===== config.mk =====
export PLATFORM = sky130hd
export DESIGN_NAME = pmc_capability_word
export DESIGN_NICKNAME = d
export VERILOG_FILES = /design/src/rtl/pmc_pkg.sv /design/src/rtl/pmc_capability_word.sv
export SDC_FILE = /design/constraint.sdc
export NUM_CORES = 1
export LEC_CHECK = 0
export ABC_AREA = 0
export BUFFER_PORTS_ARGS = -buffer_cell sky130_fd_sc_hd__buf_2
export CAP_MARGIN = 25
export CORE_ASPECT_RATIO = 1.5
export CORE_UTILIZATION = 40
export CTS_BUF_LIST = sky130_fd_sc_hd__clkbuf_4
export DETAILED_ROUTE_END_ITERATION = 6
export PLACE_DENSITY = 0.84
export SLEW_MARGIN = 20
export SYNTH_ARGS = -nofsm -noshare
export SYNTH_HDL_FRONTEND = slang
export SYNTH_SLANG_ARGS = --single-unit
export TNS_END_PERCENT = 1

===== constraint.sdc =====
create_clock -name core_clk_i -period 1.77 [get_ports core_clk_i]
set_input_delay 0.0885 -clock core_clk_i [delete_from_list [all_inputs] [get_ports core_clk_i]]
set_output_delay 0.0885 -clock core_clk_i [all_outputs]
set_load 0.02 [all_outputs]

===== src/rtl/pmc_pkg.sv =====
// package for the power-management capability word block
package pmc_pkg;

   // ---------------------------------------------------------------
   // address and layout
   // ---------------------------------------------------------------
   localparam logic [7:0]  PMC_WORD_OFFSET    = 8'h50;
   localparam logic [31:0] PMC_FIXED_PATTERN  = 32'h40000001;
   localparam logic [7:0]  PMC_NEXT_PTR       = 8'h00;
   localparam logic [7:0]  PMC_CAP_ID         = 8'h01;
   localparam logic [2:0]  PMC_AUX_NONE       = 3'h0;
   localparam int          PMC_D3COLD_POS     = 31;
   localparam int          PMC_D3HOT_POS      = 30;
   localparam int          PMC_D2WAKE_POS     = 29;
   localparam int          PMC_D1WAKE_POS     = 28;
   localparam int          PMC_D0WAKE_POS     = 27;
   localparam int          PMC_D2CAP_POS      = 26;
   localparam int          PMC_D1CAP_POS      = 25;
   localparam int          PMC_AUX_LSB        = 22;
   localparam int          PMC_DSI_POS        = 21;
   localparam int          PMC_RSVD_POS       = 20;
   localparam int          PMC_CLK_POS        = 19;
   localparam int          PMC_VER_LSB        = 16;
   localparam int          PMC_NEXT_LSB       = 8;
   localparam int          PMC_ID_LSB         = 0;
   localparam logic [31:0] PMC_RDATA_RESET    = 32'h00000000;

   // ---------------------------------------------------------------
   // carriers
   // ---------------------------------------------------------------
   typedef struct packed {
      logic       d3cold_wake;
      logic       d2_wake;
      logic       d1_wake;
      logic       d2_capable;
      logic       eeprom_d1_capable_bit;
      logic [2:0] aux_current;
      logic       eeprom_special_init_bit;
      logic       eeprom_wake_needs_clock_bit;
      logic [2:0] eeprom_pm_revision_bits;
   } pmc_eeprom_t;

   localparam pmc_eeprom_t PMC_EEPROM_RESET = '0;

   typedef struct packed {
      logic        rd;
      logic        wr;
      logic [7:0]  addr;
      logic [3:0]  be;
      logic [31:0] wdata;
   } pmc_cfg_req_t;

   typedef struct packed {
      pmc_eeprom_t ee;
      logic [31:0] rdata;
      logic        ack;
   } pmc_state_t;

endpackage


===== src/rtl/pmc_capability_word.sv =====
// power-management capability word, read-only in configuration space
`timescale 1ns/1ps
`default_nettype none

// Behaviour
// RULE1: bit 25 reports the loaded D1-capable EEPROM bit.
// RULE2: bits 24..22 aux current; read zero when cold-D3 wake unsupported.
// RULE3: bit 21 reports the loaded special-initialisation EEPROM bit.
// RULE4: bit 19 reports whether wake generation needs the PCI clock.
// RULE5: bits 18..16 report the three loaded PM revision bits.
// RULE6: bits 15..8 read constant zero, last capability in the chain.
// RULE7: bits 7..0 read constant one, the power-management identifier.
// RULE8: after reset, fixed pattern combined with EEPROM fields.
// RULE9: configuration writes change nothing, whatever data or byte enables.
// RULE10: reserved bit 20 always reads zero.
// RULE11: bit 30, hot-D3 wake support, is constantly one.
// RULE12: upper half always equals all 16 bits of the mirror register.
module pmc_capability_word (
   input  wire logic                  core_clk_i,    // 100 MHz core clock
   input  wire logic                  srst_i,        // sync reset, high
   input  wire logic                  ee_load_i,     // pulse: capture eeprom bits
   input  wire pmc_pkg::pmc_eeprom_t  ee_bits_i,     // eeprom configuration bits
   input  wire pmc_pkg::pmc_cfg_req_t cfg_req_i,     // config access request
   output logic [31:0]                cfg_rdata_o,   // read data, registered
   output logic                       cfg_ack_o,     // one-cycle answer pulse
   output logic [31:0]                pm_capability_word_o,   // live word
   output logic [15:0]                pm_capabilities_mirror_o // mirror of word upper half
);
   import pmc_pkg::*;

   // ---------------------------------------------------------------
   // word assembly
   // ---------------------------------------------------------------
   function automatic logic [31:0] build_word(input pmc_eeprom_t e);
      logic [31:0] w;
      w = PMC_FIXED_PATTERN;                                           // [RULE8] [RULE11]
      w[PMC_D3COLD_POS] = e.d3cold_wake;
      w[PMC_D2WAKE_POS] = e.d2_wake;
      w[PMC_D1WAKE_POS] = e.d1_wake;
      w[PMC_D2CAP_POS]  = e.d2_capable;
      w[PMC_D1CAP_POS]  = e.eeprom_d1_capable_bit;                     // [RULE1]
      w[PMC_AUX_LSB +: 3] = e.d3cold_wake ? e.aux_current : PMC_AUX_NONE; // [RULE2]
      w[PMC_DSI_POS]    = e.eeprom_special_init_bit;                   // [RULE3]
      w[PMC_RSVD_POS]   = 1'b0;                                        // [RULE10]
      w[PMC_CLK_POS]    = e.eeprom_wake_needs_clock_bit;               // [RULE4]
      w[PMC_VER_LSB +: 3] = e.eeprom_pm_revision_bits;                 // [RULE5]
      w[PMC_NEXT_LSB +: 8] = PMC_NEXT_PTR;                             // [RULE6]
      w[PMC_ID_LSB +: 8]   = PMC_CAP_ID;                               // [RULE7]
      return w;
   endfunction

   // ---------------------------------------------------------------
   // state
   // ---------------------------------------------------------------
   pmc_state_t st;
   pmc_state_t next_st;
   logic        hit;
   logic        take;
   logic [31:0] word;

   assign word = build_word(st.ee);
   assign hit  = (cfg_req_i.addr == PMC_WORD_OFFSET);
   // a request held through its answer edge must not be taken twice
   assign take = hit && (cfg_req_i.rd || cfg_req_i.wr) && !st.ack;

   always_comb begin
      next_st = st;
      next_st.ack = 1'b0;
      // eeprom loader is same-clock logic, so no synchroniser
      if (ee_load_i) begin
         next_st.ee = ee_bits_i;
      end
      // writes are acknowledged but never touch the stored bits
      if (take) begin                                                  // [RULE9]
         next_st.ack = 1'b1;
      end
      if (take && cfg_req_i.rd) begin
         next_st.rdata = word;
      end
   end

   always_ff @(posedge core_clk_i) begin
      if (srst_i) begin
         st.ee    <= PMC_EEPROM_RESET;                                 // [RULE8]
         st.rdata <= PMC_RDATA_RESET;
         st.ack   <= 1'b0;
      end else begin
         st <= next_st;
      end
   end

   assign cfg_rdata_o              = st.rdata;
   assign cfg_ack_o                = st.ack;
   assign pm_capability_word_o     = word;
   assign pm_capabilities_mirror_o = word[31:16];                      // [RULE12]

   // ---------------------------------------------------------------
   // checks
   // ---------------------------------------------------------------
   AST_D1_BIT: assert property (@(posedge core_clk_i) disable iff (srst_i) // [RULE1]
      ee_load_i |=> word[PMC_D1CAP_POS] == $past(ee_bits_i.eeprom_d1_capable_bit))
      else $error("d1 capable bit not taken from eeprom");

   AST_AUX_ZERO: assert property (@(posedge core_clk_i) disable iff (srst_i) // [RULE2]
      !word[PMC_D3COLD_POS] |-> word[PMC_AUX_LSB +: 3] == PMC_AUX_NONE)
      else $error("aux current nonzero without cold wake");

   AST_DSI_BIT: assert property (@(posedge core_clk_i) disable iff (srst_i) // [RULE3]
      ee_load_i |=> word[PMC_DSI_POS] == $past(ee_bits_i.eeprom_special_init_bit))
      else $error("special init bit wrong");

   AST_CLK_BIT: assert property (@(posedge core_clk_i) disable iff (srst_i) // [RULE4]
      ee_load_i |=> word[PMC_CLK_POS] == $past(ee_bits_i.eeprom_wake_needs_clock_bit))
      else $error("clock need bit wrong");

   AST_VER_BITS: assert property (@(posedge core_clk_i) disable iff (srst_i) // [RULE5]
      ee_load_i |=> word[PMC_VER_LSB +: 3] == $past(ee_bits_i.eeprom_pm_revision_bits))
      else $error("revision bits wrong");

   AST_READ_CONST: assert property (@(posedge core_clk_i) disable iff (srst_i) // [RULE6]
      (cfg_req_i.rd && hit && !cfg_ack_o) |=> cfg_ack_o
         && cfg_rdata_o[15:0] == {PMC_NEXT_PTR, PMC_CAP_ID})
      else $error("read low half not next-zero id-one");

   AST_RESET_WORD: assert property (@(posedge core_clk_i) // [RULE8]
      $past(srst_i) |-> word == PMC_FIXED_PATTERN)
      else $error("word after reset not fixed pattern");

   AST_WRITE_IGNORED: assert property (@(posedge core_clk_i) disable iff (srst_i) // [RULE9]
      (cfg_req_i.wr && !ee_load_i) |=> $stable(word))
      else $error("write altered the word");

   AST_RSVD_HOT: assert property (@(posedge core_clk_i) disable iff (srst_i) // [RULE10]
      !word[PMC_RSVD_POS] && word[PMC_D3HOT_POS] && !word[PMC_D0WAKE_POS])
      else $error("reserved or hot-d3 bit wrong");

   AST_MIRROR: assert property (@(posedge core_clk_i) disable iff (srst_i) // [RULE12]
      (cfg_req_i.rd && hit && !cfg_ack_o) |=> cfg_rdata_o[31:16] == pm_capabilities_mirror_o
         || $past(ee_load_i))
      else $error("mirror differs from read upper half");

   AST_ID_BYTE: assert property (@(posedge core_clk_i) disable iff (srst_i) // [RULE7]
      word[PMC_ID_LSB +: 8] == PMC_CAP_ID)
      else $error("capability id byte wrong");

   AST_NEXT_BYTE: assert property (@(posedge core_clk_i) disable iff (srst_i) // [RULE6]
      word[PMC_NEXT_LSB +: 8] == PMC_NEXT_PTR)
      else $error("next item pointer not zero");

   AST_HOT_WAKE: assert property (@(posedge core_clk_i) disable iff (srst_i) // [RULE11]
      word[PMC_D3HOT_POS])
      else $error("hot-d3 wake bit not one");

   AST_RSVD_ZERO: assert property (@(posedge core_clk_i) disable iff (srst_i) // [RULE10]
      !pm_capability_word_o[PMC_RSVD_POS])
      else $error("reserved bit not zero");

   AST_D0_WAKE: assert property (@(posedge core_clk_i) disable iff (srst_i) // [RULE8]
      !pm_capability_word_o[PMC_D0WAKE_POS])
      else $error("d0 wake bit not zero");

   AST_MIRROR_LIVE: assert property (@(posedge core_clk_i) disable iff (srst_i) // [RULE12]
      pm_capabilities_mirror_o == pm_capability_word_o[31:16])
      else $error("mirror output differs from word upper half");

   AST_MIRROR_RESET: assert property (@(posedge core_clk_i) // [RULE12]
      $past(srst_i) |-> pm_capabilities_mirror_o == PMC_FIXED_PATTERN[31:16])
      else $error("mirror after reset wrong");

   AST_WAKE_BITS: assert property (@(posedge core_clk_i) disable iff (srst_i) // [RULE8]
      ee_load_i |=> word[PMC_D3COLD_POS] == $past(ee_bits_i.d3cold_wake)
         && word[PMC_D2WAKE_POS] == $past(ee_bits_i.d2_wake)
         && word[PMC_D1WAKE_POS] == $past(ee_bits_i.d1_wake)
         && word[PMC_D2CAP_POS] == $past(ee_bits_i.d2_capable))
      else $error("loaded wake support bits wrong");

   AST_AUX_BITS: assert property (@(posedge core_clk_i) disable iff (srst_i) // [RULE2]
      (ee_load_i && ee_bits_i.d3cold_wake) |=> word[PMC_AUX_LSB +: 3]
         == $past(ee_bits_i.aux_current))
      else $error("aux current not taken from eeprom");

   AST_HOLD_NO_LOAD: assert property (@(posedge core_clk_i) disable iff (srst_i) // [RULE9]
      !ee_load_i |=> $stable(pm_capability_word_o))
      else $error("word changed without a load");

   AST_READ_WORD: assert property (@(posedge core_clk_i) disable iff (srst_i) // [RULE8]
      (cfg_req_i.rd && hit && !cfg_ack_o) |=> cfg_rdata_o == $past(pm_capability_word_o))
      else $error("read data differs from word");

   AST_WRITE_ACK: assert property (@(posedge core_clk_i) disable iff (srst_i) // [RULE9]
      (cfg_req_i.wr && !cfg_req_i.rd && hit && !cfg_ack_o) |=> cfg_ack_o
         && $stable(cfg_rdata_o))
      else $error("write not answered or read data moved");

   AST_RDATA_HOLD: assert property (@(posedge core_clk_i) disable iff (srst_i) // [RULE9]
      (!(cfg_req_i.rd && hit) || cfg_ack_o) |=> $stable(cfg_rdata_o))
      else $error("read data changed without a read");

   AST_ACK_PULSE: assert property (@(posedge core_clk_i) disable iff (srst_i) // [RULE9]
      cfg_ack_o |=> !cfg_ack_o)
      else $error("answer longer than one cycle");

   AST_NO_STRAY_ACK: assert property (@(posedge core_clk_i) disable iff (srst_i) // [RULE9]
      (!hit || !(cfg_req_i.rd || cfg_req_i.wr) || cfg_ack_o) |=> !cfg_ack_o)
      else $error("answer without a request");

   AST_RESET_OUTS: assert property (@(posedge core_clk_i) // [RULE8]
      $past(srst_i) |-> !cfg_ack_o && cfg_rdata_o == PMC_RDATA_RESET)
      else $error("bus outputs after reset wrong");

   // ---------------------------------------------------------------
   // cover points
   // ---------------------------------------------------------------
   COV_READ: cover property (@(posedge core_clk_i) disable iff (srst_i)
      cfg_req_i.rd && hit && !cfg_ack_o ##1 cfg_ack_o);
   COV_WRITE: cover property (@(posedge core_clk_i) disable iff (srst_i)
      cfg_req_i.wr && hit && cfg_req_i.be == 4'hF);
   COV_LOAD_COLD: cover property (@(posedge core_clk_i) disable iff (srst_i)
      ee_load_i && ee_bits_i.d3cold_wake && ee_bits_i.aux_current != PMC_AUX_NONE);
   COV_HELD_READ: cover property (@(posedge core_clk_i) disable iff (srst_i)
      cfg_ack_o && cfg_req_i.rd && hit);
   COV_UNMAPPED: cover property (@(posedge core_clk_i) disable iff (srst_i)
      (cfg_req_i.rd || cfg_req_i.wr) && !hit);

endmodule

`default_nettype wire


==> metrics.md, run 1 <==
| Metric | Value |
|---|---|
| Status | finished clean |
| Main flop type after synthesis | dfxtp_1 |
| Skew-Pair Late Insertion Delay | 330 ps |
| Layout net count | 295 |
| Hold Violations, Final | 0 |
| Type of the worst setup path | reg2reg |
| Ant. Diodes | 0 |
| TritonCTS Buffers | 3 |
| Setup bufs post-CTS | 0 |
| Vias in the first global route | about 1100 |
| Placed cell area | ~0.0017 mm2 |
| IO buf count | 67 |
| Synthesis-stage register bit count | 28 |
| Wire length per cell | 11.9 um |
| Starting Density | 41.6% |
| Largest net degree at the start of global routing | 30 |
| Finished Layout Cells | 278 |
| Post-route ant nets | 0 |
| Cell Int Power | approximately 810 uW |
| Gr ovfl total | 0 |
| Proportion of layout cells with a drive suffix above 1 | around 33% |
| Max clock buf depth | 2 |
| Pwr/cell area | between 600 and 700 mW/mm2 |
| Site row count | 29 |
| Crit Path Max Fanout | 9 |
| Sequential Area | between 500 and 600 um2 |
| Cell taking the most area after synthesis | buf_4 |
| Max Fclk | 653 MHz |
| HPWL after detailed placement | 2.37 mm |
| Synth unique cells | 25 |
| Final setup viols | 0 |
| Top cells by count, synth | buf_4 (77), dfxtp_1 (28), mux2i_1 (16) |
| Placed instance count | 263 |
| Fin crit share | 86.6% |
| Fill count | 417 |
| Drc violations | 0 |
| Tmin final | ~1500 ps |
| Total of max-cap violations | 0 |
| Final wirelength | 3.31 mm |
| IO Count | 143 |
| CP max stage delay | 660 ps |
| Area contributors post-synth | buf_4 (33%), dfxtp_1 (32%), mux2i_1 (9.1%), o31ai_1 (3.9%), nand4_1 (3.2%) |
| Seq pwr share | 55.4% |
| CP required | 1980 ps |
| Mean post-synth cell area | 8.85 um2 |
| Sequential-to-total area share from yosys stat | a little under a third |
| Initial antenna violation count | 0 |
| CP Capture Type | register |
| Die area | approximately 0.0047 mm2 |
| Synth warnings | 0 |
| DR iter-0 viols | 16 |
| Clk_skew | 3.53 ps |
| H-tree level count | 1 |
| Most common cell in the netlist | buf_4 |
| Ys async rst share | 0% |
| Die Y | 83.1 um |
| Combinational share of power | about 22% |
| Relative slew slack | 66.3% |
| GRT Total Usage | 13.6% |
| Yosys top cell area share | 33.0% |
| Synth-to-layout area growth | 3.71% |
| First-pass iteration count of the detailed router | 5 |
| Die span in x | between 50 and 60 um |
| GP Congestion | around 0.76 |
| Synth Instances | 198 |
| Max Slew Vio Count | 0 |
| EDFF count, synth | 0 |
| RSZ-0062 raised after global routing | false |
| Mapped Area | between 0.0015 and 0.002 mm2 |
| Switch Pwr | 391 uW |
| Worst vdd rail ir drop | 0.000326 V |
| Worst EP arrival | 1740 ps |
| CORE AREA | 0.00421 mm2 |
| Root buf cell | clkbuf_4 |
| Finished Cell Area | 0.00182 mm2 |
| Worst Max-Slew Pin Slew | ~500 ps |
| First-pass GRT wire length | 5.09 mm |
| Clock power share | 22.7% |
| CTS tree | done |
| Clk slew on worst S/H paths | 150 ps |
| Slowest stage cell on the critical path | or4bb_1 |
| Static Leak | 0.949 nW |
| DR vias/cell | 4.52 |
| HP Class | in2reg |
| Setup tns final | 0 ps |
| CP Cell Sequence | or4bb_1 > o31ai_1 > a21oi_1 |
| CP startpoint kind | register |
| TritonCTS Sinks | 28 |
| Multi-input logic area | between 700 and 800 um2 |
| Switching Fraction | 32.4% |
| Routed vias | 1257 |
[cell type report]
class | instances | area share [%]
clock buffer | 3 | 1.24
inverter | 1 | 0.206
tap | 46 | 3.17
timing repair buffer | 80 | 25.3
clock inverter | 1 | 0.206
sequential | 28 | 30.8
multi-input combinational | 119 | 39.0
[critical path, delay by kind of cell, from the launching register on]
family / cells / cell delay (ps)
compound gates: 2 / 400
simple gates: 1 / 660
flops: 1 / 360
[state kept, by name (all words and copies together), names as in the netlist]
register / cells
cfg_ack_o: 1
pm_capabilities_mirror_o: 10
cfg_rdata_o: 14
st: 3
[stage by stage]
| stage | worst slack, ps | hold slack [ps] | total power [mW] | util [%] |
|---|---|---|---|---|
| after detailed placement | 272 | 328 | 0.924 | 40.0 |
| after global placement | 285 | 321 | 0.921 | 40.0 |
| after global routing | 165 | 12.4 | 1.26 | 43.2 |
| after CTS | 247 | 0.133 | 1.21 | 43.2 |
| after floorplan | 312 | 236 | 0.954 | - |
| final | 238 | 11.2 | 1.20 | 43.2 |
[power by group through the flow]
stage,logic (mW),clock network (mW),registers (mW)
2_1_floorplan,0.280,0,0.674
3_3_place_gp,0.241,0,0.680
3_5_place_dp,0.243,0,0.681
4_1_cts,0.262,0.283,0.668
5_1_grt,0.283,0.306,0.671
6_report,0.264,0.274,0.667
[worst paths after layout]
kind                                      start                      endpoint  slack [ps]  cells past startpoint
worst max-delay path                  cfg_ack_o               cfg_rdata_o[18]         240                      3
worst min-delay path               ee_bits_i[9]  pm_capabilities_mirror_o[10]          10                      3
worst max register to register        cfg_ack_o               cfg_rdata_o[18]         240                      3
worst min register to register  cfg_rdata_o[30]               cfg_rdata_o[30]         470                      2
[cell families (layout without fill, tap and decap cells)]
kind of cell	count (synthesis)	after routing	synth area share, %
multiplexers	17	17	9.99
AND/OR/NAND/NOR	44	44	15.4
AO/OA/AOI/OAI	19	19	6.71
buffers and inverters	88	85	35.5
other	2	39	0.428
flip-flops	28	28	32.0
[layout by cell type, fill, tap and decap left out, types with 3 or more instances in the layout]
master          n
a21oi_1        10
and2_1          3
buf_2          67
clkbuf_4        3
conb_1         39
dfxtp_1        28
dlygate4sd3_1  11
mux2i_1        16
nand2_1         3
nand2b_1        3
nand4_1         9
nor2_1         15
o31ai_1         9
[layer usage]
metal  track usage, %  vias up  share of wire, %
met3             1.25        4               6.8
met1             15.8      563                39
met4             6.21        0               1.8
li1                 -      613                 -
met5                0        -                 0
met2             24.6       77                53
[timing repair]
item                                   4_1_cts  5_1_grt
hold buffers                                11        0
gates resized for setup                      0        0
endpoints found under the hold margin       11        0
Power figures use the tool's default switching activity.
==> inputs of run 2 (changes only) <==
==> constraint.sdc (replaced) <==
create_clock -name core_clk_i -period 1.77 [get_ports core_clk_i]
set_input_delay 0.177 -clock core_clk_i [delete_from_list [all_inputs] [get_ports core_clk_i]]
set_output_delay 0.177 -clock core_clk_i [all_outputs]
set_load 0.02 [all_outputs]
==> run 2 against run 1 <==
  * Largest cell class unchanged
  * Count of clock-buffer cells in the layout unchanged
  * Critical path type unchanged
  * Sequential cell count unchanged
  * Global-route usage shrank 0.69 points
  * Highest routed layer unchanged
==> metrics.md, run 2 (synthesis results as in run 1) <==
| Metric | Value |
|---|---|
| Status | finished clean |
| Skew-Pair Late Insertion Delay | 320 ps (about the same) |
| Pre-CTS WS | 253 ps (-18.5 ps) |
| CP Capture Type | register |
| Largest net degree at the start of global routing | 18 (-40%) |
| Max Slew Vio Count | 0 (unchanged) |
| IO buf count | 67 (unchanged) |
| Routed vias | 1240 (-1.4%) |
| Die span in x | 56.1 um (unchanged) |
| Post-route ant nets | 0 (unchanged) |
| Gr ovfl total | 0 (unchanged) |
| CTS hold repair buffers | 0 (-11) |
| Final wirelength | 3.17 mm (-4.3%) |
| Setup tns final | 0 ps (unchanged) |
| Max Fclk | 650 MHz (-0.46%) |
| GRT Total Usage | 12.9% (-0.69 points) |
| H-tree level count | 1 (unchanged) |
| Drc violations | 0 (unchanged) |
| First-pass iteration count of the detailed router | 4 (-1) |
| R2R Setup Slk | 230 ps (about the same) |
| DR iter-0 viols | 28 (+12) |
| Site row count | 29 (unchanged) |
| Layout net count | 285 (-3.4%) |
| Ant. Diodes | 0 (unchanged) |
| DR vias/cell | 4.64 (+2.7%) |
| HP Class | in2reg |
| Wire length per cell | 11.9 um (-0.31%) |
| Root buf cell | clkbuf_4 |
| TritonCTS Buffers | 3 (unchanged) |
| Final setup viols | 0 (unchanged) |
| TritonCTS Sinks | 28 (unchanged) |
| Crit Path Max Fanout | 9 (unchanged) |
| GP Congestion | 0.720 (-5.0%) |
| Commonest non-fill, non-tap cell in the layout | buf_2 |
| Clk slew on worst S/H paths | 140 ps (about the same) |
| Fin crit share | 87.0% (+0.40 points) |
| Last element of the critical path | cfg_rdata_o[19] |
| First-pass GRT wire length | 4.86 mm (-4.5%) |
| RSZ-0062 raised after global routing | false |
| Worst vdd rail ir drop | 0.000257 V (-21%) |
| Total of max-cap violations | 0 (unchanged) |
| Tmin final | 1540 ps (+7.15 ps) |
| Max clock buf depth | 2 (unchanged) |
| Vias in the first global route | 1029 (-5.6%) |
| Pwr/cell area | 683 mW/mm2 (+3.1%) |
| Die Y | 83.1 um (unchanged) |
| CP required | 1990 ps (about the same) |
| Die area | 0.00466 mm2 (unchanged) |
| R2r endpoint | cfg_rdata_o[19] |
| Hold Violations, Final | 0 (unchanged) |
| CORE AREA | 0.00421 mm2 (unchanged) |
| Clk_skew | 2.64 ps (-0.891 ps) |
| IO Count | 143 (unchanged) |
| Type of the worst setup path | reg2reg |
| Max FFs per register | 14 (unchanged) |
| Initial antenna violation count | 0 (unchanged) |
| CTS resizes | 0 (unchanged) |
| Setup bufs post-CTS | 0 (unchanged) |
| Starting Density | 41.6% (unchanged) |
| CP startpoint kind | register |
| Fin worst setup slack | 231 ps (-7.15 ps) |
| Worst EP arrival | 1760 ps (+20 ps) |
| Static Leak | 0.907 nW (-4.5%) |
| Sequential Area | 561 um2 (unchanged) |
| Synth-to-layout area growth | -2.36% |
| CP Launch Point | cfg_ack_o |
| Multi-input logic area | 709 um2 (unchanged) |
| Fill count | 442 (+6.0%) |
| Proportion of layout cells with a drive suffix above 1 | 35.3% (+2.1 points) |
| FF-to-FF Start | cfg_ack_o |
| Worst Reg-to-Reg Cells | 3 (unchanged) |
| CTS tree | done |
| Commonest cells after routing, fill and taps aside | buf_2 (67), conb_1 (39), dfxtp_1 (28) |
-- run 2: changes by cell type in the layout (fill, tap and decap cells not counted), sizes merged --
| cell | delta |
|---|---|
| dlygate4sd3 | -11 |
| buf | +1 |
| clkinv | -1 |
-- run 2: worst max-delay path, stage by stage, from the launching register on --
cell and delay, ps:
dfxtp_1 360, or4bb_1 670, o31ai_1 310, a21oi_1 90
-- run 2: worst min path at each step --
| stage | from | end | slack, ps | cells after the start |
|---|---|---|---|---|
| after floorplan | ee_bits_i[2] | pm_capabilities_mirror_o[2] | 320 | 2 |
| after global placement | ee_bits_i[0] | pm_capabilities_mirror_o[0] | 410 | 3 |
| after detailed placement | ee_bits_i[6] | st[39] | 420 | 3 |
| after CTS | ee_bits_i[7] | st[40] | 70 | 3 |
| after global routing | ee_bits_i[5] | st[38] | 70 | 3 |
| final | ee_bits_i[12] | pm_capabilities_mirror_o[15] | 80 | 3 |
-- run 2: metal layers --
layer	up-vias	global-route usage, %	share of wire, %
met5	-	0	0
met4	0	6.21	0.76
met3	2	0.935	6.9
met2	76	22.6	53
met1	566	15.6	39
li1	596	-	-
-- run 2: through the flow --
stage / util (%) / instance area [um2] / cells / hold WS, ps / total power, mW
6_report: 40.7 / 1710 / 267 / 84.2 / 1.17
5_1_grt: 40.7 / 1710 / 267 / 73.5 / 1.23
4_1_cts: 40.7 / 1710 / 267 / 69.7 / 1.19
3_5_place_dp: 40.1 / 1690 / 264 / 418 / 0.927
3_3_place_gp: 40.1 / 1690 / 264 / 411 / 0.923
2_1_floorplan: - / 1890 / 235 / 324 / 0.954
-- run 2: area by class of cell --
type                            instances  share of cell area, %
Multi-Input combinational cell        119                   41.4
Inverter                                1                  0.219
Sequential cell                        28                   32.7
Timing Repair Buffer                   70                   20.9
Tap cell                               46                   3.36
Clock buffer                            3                   1.32
-- run 2: report_power, final --
| group | internal [mW] | switching, mW | leakage [nW] |
|---|---|---|---|
| clock network | 0.0796 | 0.176 | 0.0138 |
| logic | 0.0685 | 0.178 | 0.665 |
| registers | 0.648 | 0.0188 | 0.228 |
==> inputs of run 3 (changes only) <==
--- a/config.mk
+++ b/config.mk
@@ -12,7 +12,7 @@
 export CORE_UTILIZATION = 40
 export CTS_BUF_LIST = sky130_fd_sc_hd__clkbuf_4
 export DETAILED_ROUTE_END_ITERATION = 6
-export PLACE_DENSITY = 0.84
+export PLACE_DENSITY = 0.81
 export SLEW_MARGIN = 20
 export SYNTH_ARGS = -nofsm -noshare
 export SYNTH_HDL_FRONTEND = slang
==> run 3 against run 2 <==
  * Count of clock-buffer cells in the layout is the same
  * Clock skew is essentially flat
  * Non-clock buffer count is the same
  * Register-to-register slack gained 20 ps
  * Die area is the same
  * Worst hold slack gained 3.8 ps
  * Clock power is essentially flat
  * Maximum frequency grew 1.5%
  * Design area grew 0.22%
  * Routed wire length shrank 5.3%
  * Critical endpoint is now cfg_rdata_o[25]
  * Largest power group unchanged
  * Highest routed layer unchanged
==> metrics.md, run 3 (synthesis results as in run 1) <==
| Metric | Value |
|---|---|
| R2r endpoint | cfg_rdata_o[25] |
| Hold Violations, Final | 0 (unchanged) |
| Routed vias | 1224 (-1.3%) |
| Root buf cell | clkbuf_4 |
| Gr busiest metal | met2 |
| FF-to-FF Start | cfg_ack_o |
| Gr ovfl total | 0 (unchanged) |
| Max FFs per register | 14 (unchanged) |
| Slowest stage cell on the critical path | or4bb_1 |
| Cell Int Power | 799 uW (+0.36%) |
| Vias in the first global route | 1026 (-0.29%) |
| Placed instance count | 264 (unchanged) |
| Die Y | 83.1 um (unchanged) |
| Worst vdd rail ir drop | 0.000309 V (+20%) |
| TritonCTS Buffers | 3 (unchanged) |
| Placed cell area | 0.00169 mm2 (unchanged) |
| Worst Hold Path EP | pm_capabilities_mirror_o[5] |
| Max clock buf depth | 2 (unchanged) |
| CTS tree | done |
| Commonest cells after routing, fill and taps aside | buf_2 (67), conb_1 (39), dfxtp_1 (28) |
| RSZ-0062 raised after global routing | false |
| Max Slew Vio Count | 0 (unchanged) |
| CTS hold repair buffers | 0 (unchanged) |
| Fin crit share | 85.7% (-1.3 points) |
| CORE AREA | 0.00421 mm2 (unchanged) |
| GRT Total Usage | 12.5% (-0.37 points) |
| R2R Setup Slk | 250 ps (+20 ps) |
| Drc violations | 0 (unchanged) |
| Seq pwr share | 56.9% (about the same) |
| TritonCTS Sinks | 28 (unchanged) |
| Met3 Use GR | 1.25% (+0.31 points) |
| Site row count | 29 (unchanged) |
| Worst EP arrival | 1730 ps (-30 ps) |
| Hold path cells | 3 (unchanged) |
| WP depth | 3 (unchanged) |
| Die area | 0.00466 mm2 (unchanged) |
| Final wirelength | 3.00 mm (-5.3%) |
| Cell family with most CP delay | simple AND/OR/NAND/NOR gates |
| Die span in x | 56.1 um (unchanged) |
| Worst Reg-to-Reg Cells | 3 (unchanged) |
| Setup bufs post-CTS | 0 (unchanged) |
| CP required | 1990 ps (about the same) |
| CTS resizes | 0 (unchanged) |
| Starting Density | 41.6% (unchanged) |
| Crit Path Max Fanout | 9 (unchanged) |
| Final setup viols | 0 (unchanged) |
| Fill count | 430 (-2.7%) |
| Static Leak | 0.908 nW (+0.17%) |
| Largest net degree at the start of global routing | 20 (+2) |
| Proportion of layout cells with a drive suffix above 1 | 35.1% (-0.16 points) |
| Sequential Area | 561 um2 (unchanged) |
| IO Count | 143 (unchanged) |
| CP max stage delay | 660 ps (about the same) |
| Commonest non-fill, non-tap cell in the layout | buf_2 |
| GP Congestion | 0.708 (-1.7%) |
| First-pass iteration count of the detailed router | 4 (unchanged) |
| Switching Fraction | 31.7% (-0.24 points) |
| Clk slew on worst S/H paths | 140 ps (about the same) |
| Synth-to-layout area growth | -2.14% |
| CP Cell Sequence | or4bb_1 > o31ai_1 > a21oi_1 |
| Type of the worst setup path | reg2reg |
| CP startpoint kind | register |
| CP bufs+invs | 0 (unchanged) |
| IO buf count | 67 (unchanged) |
| Clk_skew | 2.87 ps (+0.235 ps) |
| DR vias/cell | 4.57 (-1.7%) |
| Pwr/cell area | 682 mW/mm2 (-0.22%) |
| Skew-Pair Late Insertion Delay | 310 ps (about the same) |
| Switch Pwr | 370 uW (-0.76%) |
| Met2 Usage GRT | 21.8% (-0.87 points) |
| Hold_sp | ee_bits_i[4] |
| Status | finished clean |
| Multi-input logic area | 709 um2 (unchanged) |
| CP Capture Type | register |
| Wire length per cell | 11.2 um (-5.7%) |
| HPWL after detailed placement | 2.31 mm |
| Post-route ant nets | 0 (unchanged) |
| Ant. Diodes | 0 (unchanged) |
| Met1 Usage GRT | 15.5% (-0.16 points) |
| Layout net count | 285 (unchanged) |
| H-tree level count | 1 (unchanged) |
| Total of max-cap violations | 0 (unchanged) |
| Initial antenna violation count | 0 (unchanged) |
| Finished Cell Area | 0.00172 mm2 (+0.22%) |
| Setup tns final | 0 ps (unchanged) |
| HP Class | in2reg |
| First-pass GRT wire length | 4.77 mm (-2.0%) |
| Max Fclk | 659 MHz (+1.5%) |
| Finished Layout Cells | 268 (+0.37%) |
| Tmin final | 1520 ps (-22.8 ps) |
| Combinational share of power | 21.0% (about the same) |
| DR iter-0 viols | 22 (-21%) |
| Clock power share | 22.1% (+0.2 points) |
==> run 3: changes by cell type in the layout (fill, tap and decap cells not counted) <==
| cell | previous run | this run |
|---|---|---|
| clkinv_1 | 0 | 1 |
==> run 3: routing by layer <==
metal	vias to the layer above	wire length, um
met5	-	0
met4	0	34
met3	2	192
met2	69	1520
met1	559	1260
li1	594	-
==> run 3: worst max-delay path by stage <==
stage                      end  slack [ps]     startpoint
3_5_place_dp   cfg_rdata_o[25]         270  cfg_req_i[36]
3_3_place_gp   cfg_rdata_o[28]         280  cfg_req_i[36]
5_1_grt        cfg_rdata_o[18]         150      cfg_ack_o
2_1_floorplan  cfg_rdata_o[16]         310      cfg_ack_o
4_1_cts        cfg_rdata_o[28]         280      cfg_ack_o
6_report       cfg_rdata_o[25]         250      cfg_ack_o
==> run 3: through the flow <==
stage | hold WS (ps) | power (mW) | setup slack [ps] | util (%)
6_report | 88.0 | 1.17 | 254 | 40.8
5_1_grt | 74.2 | 1.23 | 146 | 40.8
4_1_cts | 81.3 | 1.18 | 279 | 40.8
3_5_place_dp | 420 | 0.925 | 267 | 40.1
3_3_place_gp | 411 | 0.922 | 284 | 40.1
2_1_floorplan | 324 | 0.954 | 312 | -
==> run 3: power by group through the flow <==
stage                     registers (mW)  logic (mW)  clock network [mW]
after floorplan                    0.674       0.280                   0
after CTS                          0.666       0.246               0.268
after global placement             0.679       0.243                   0
after detailed placement           0.680       0.245                   0
final                              0.665       0.246               0.258
after global routing               0.669       0.265               0.295
==> run 3: cell type report <==
class                           count  area share, %
Clock buffer                        3           1.31
Clock inverter                      1          0.219
Inverter                            1          0.219
Multi-Input combinational cell    119           41.4
Sequential cell                    28           32.7
Tap cell                           46           3.36
Timing Repair Buffer               70           20.9
==> run 3: worst min-delay path: stages <==
cell and delay, ps:
buf_2 70, mux2i_1 60, nor2_1 70
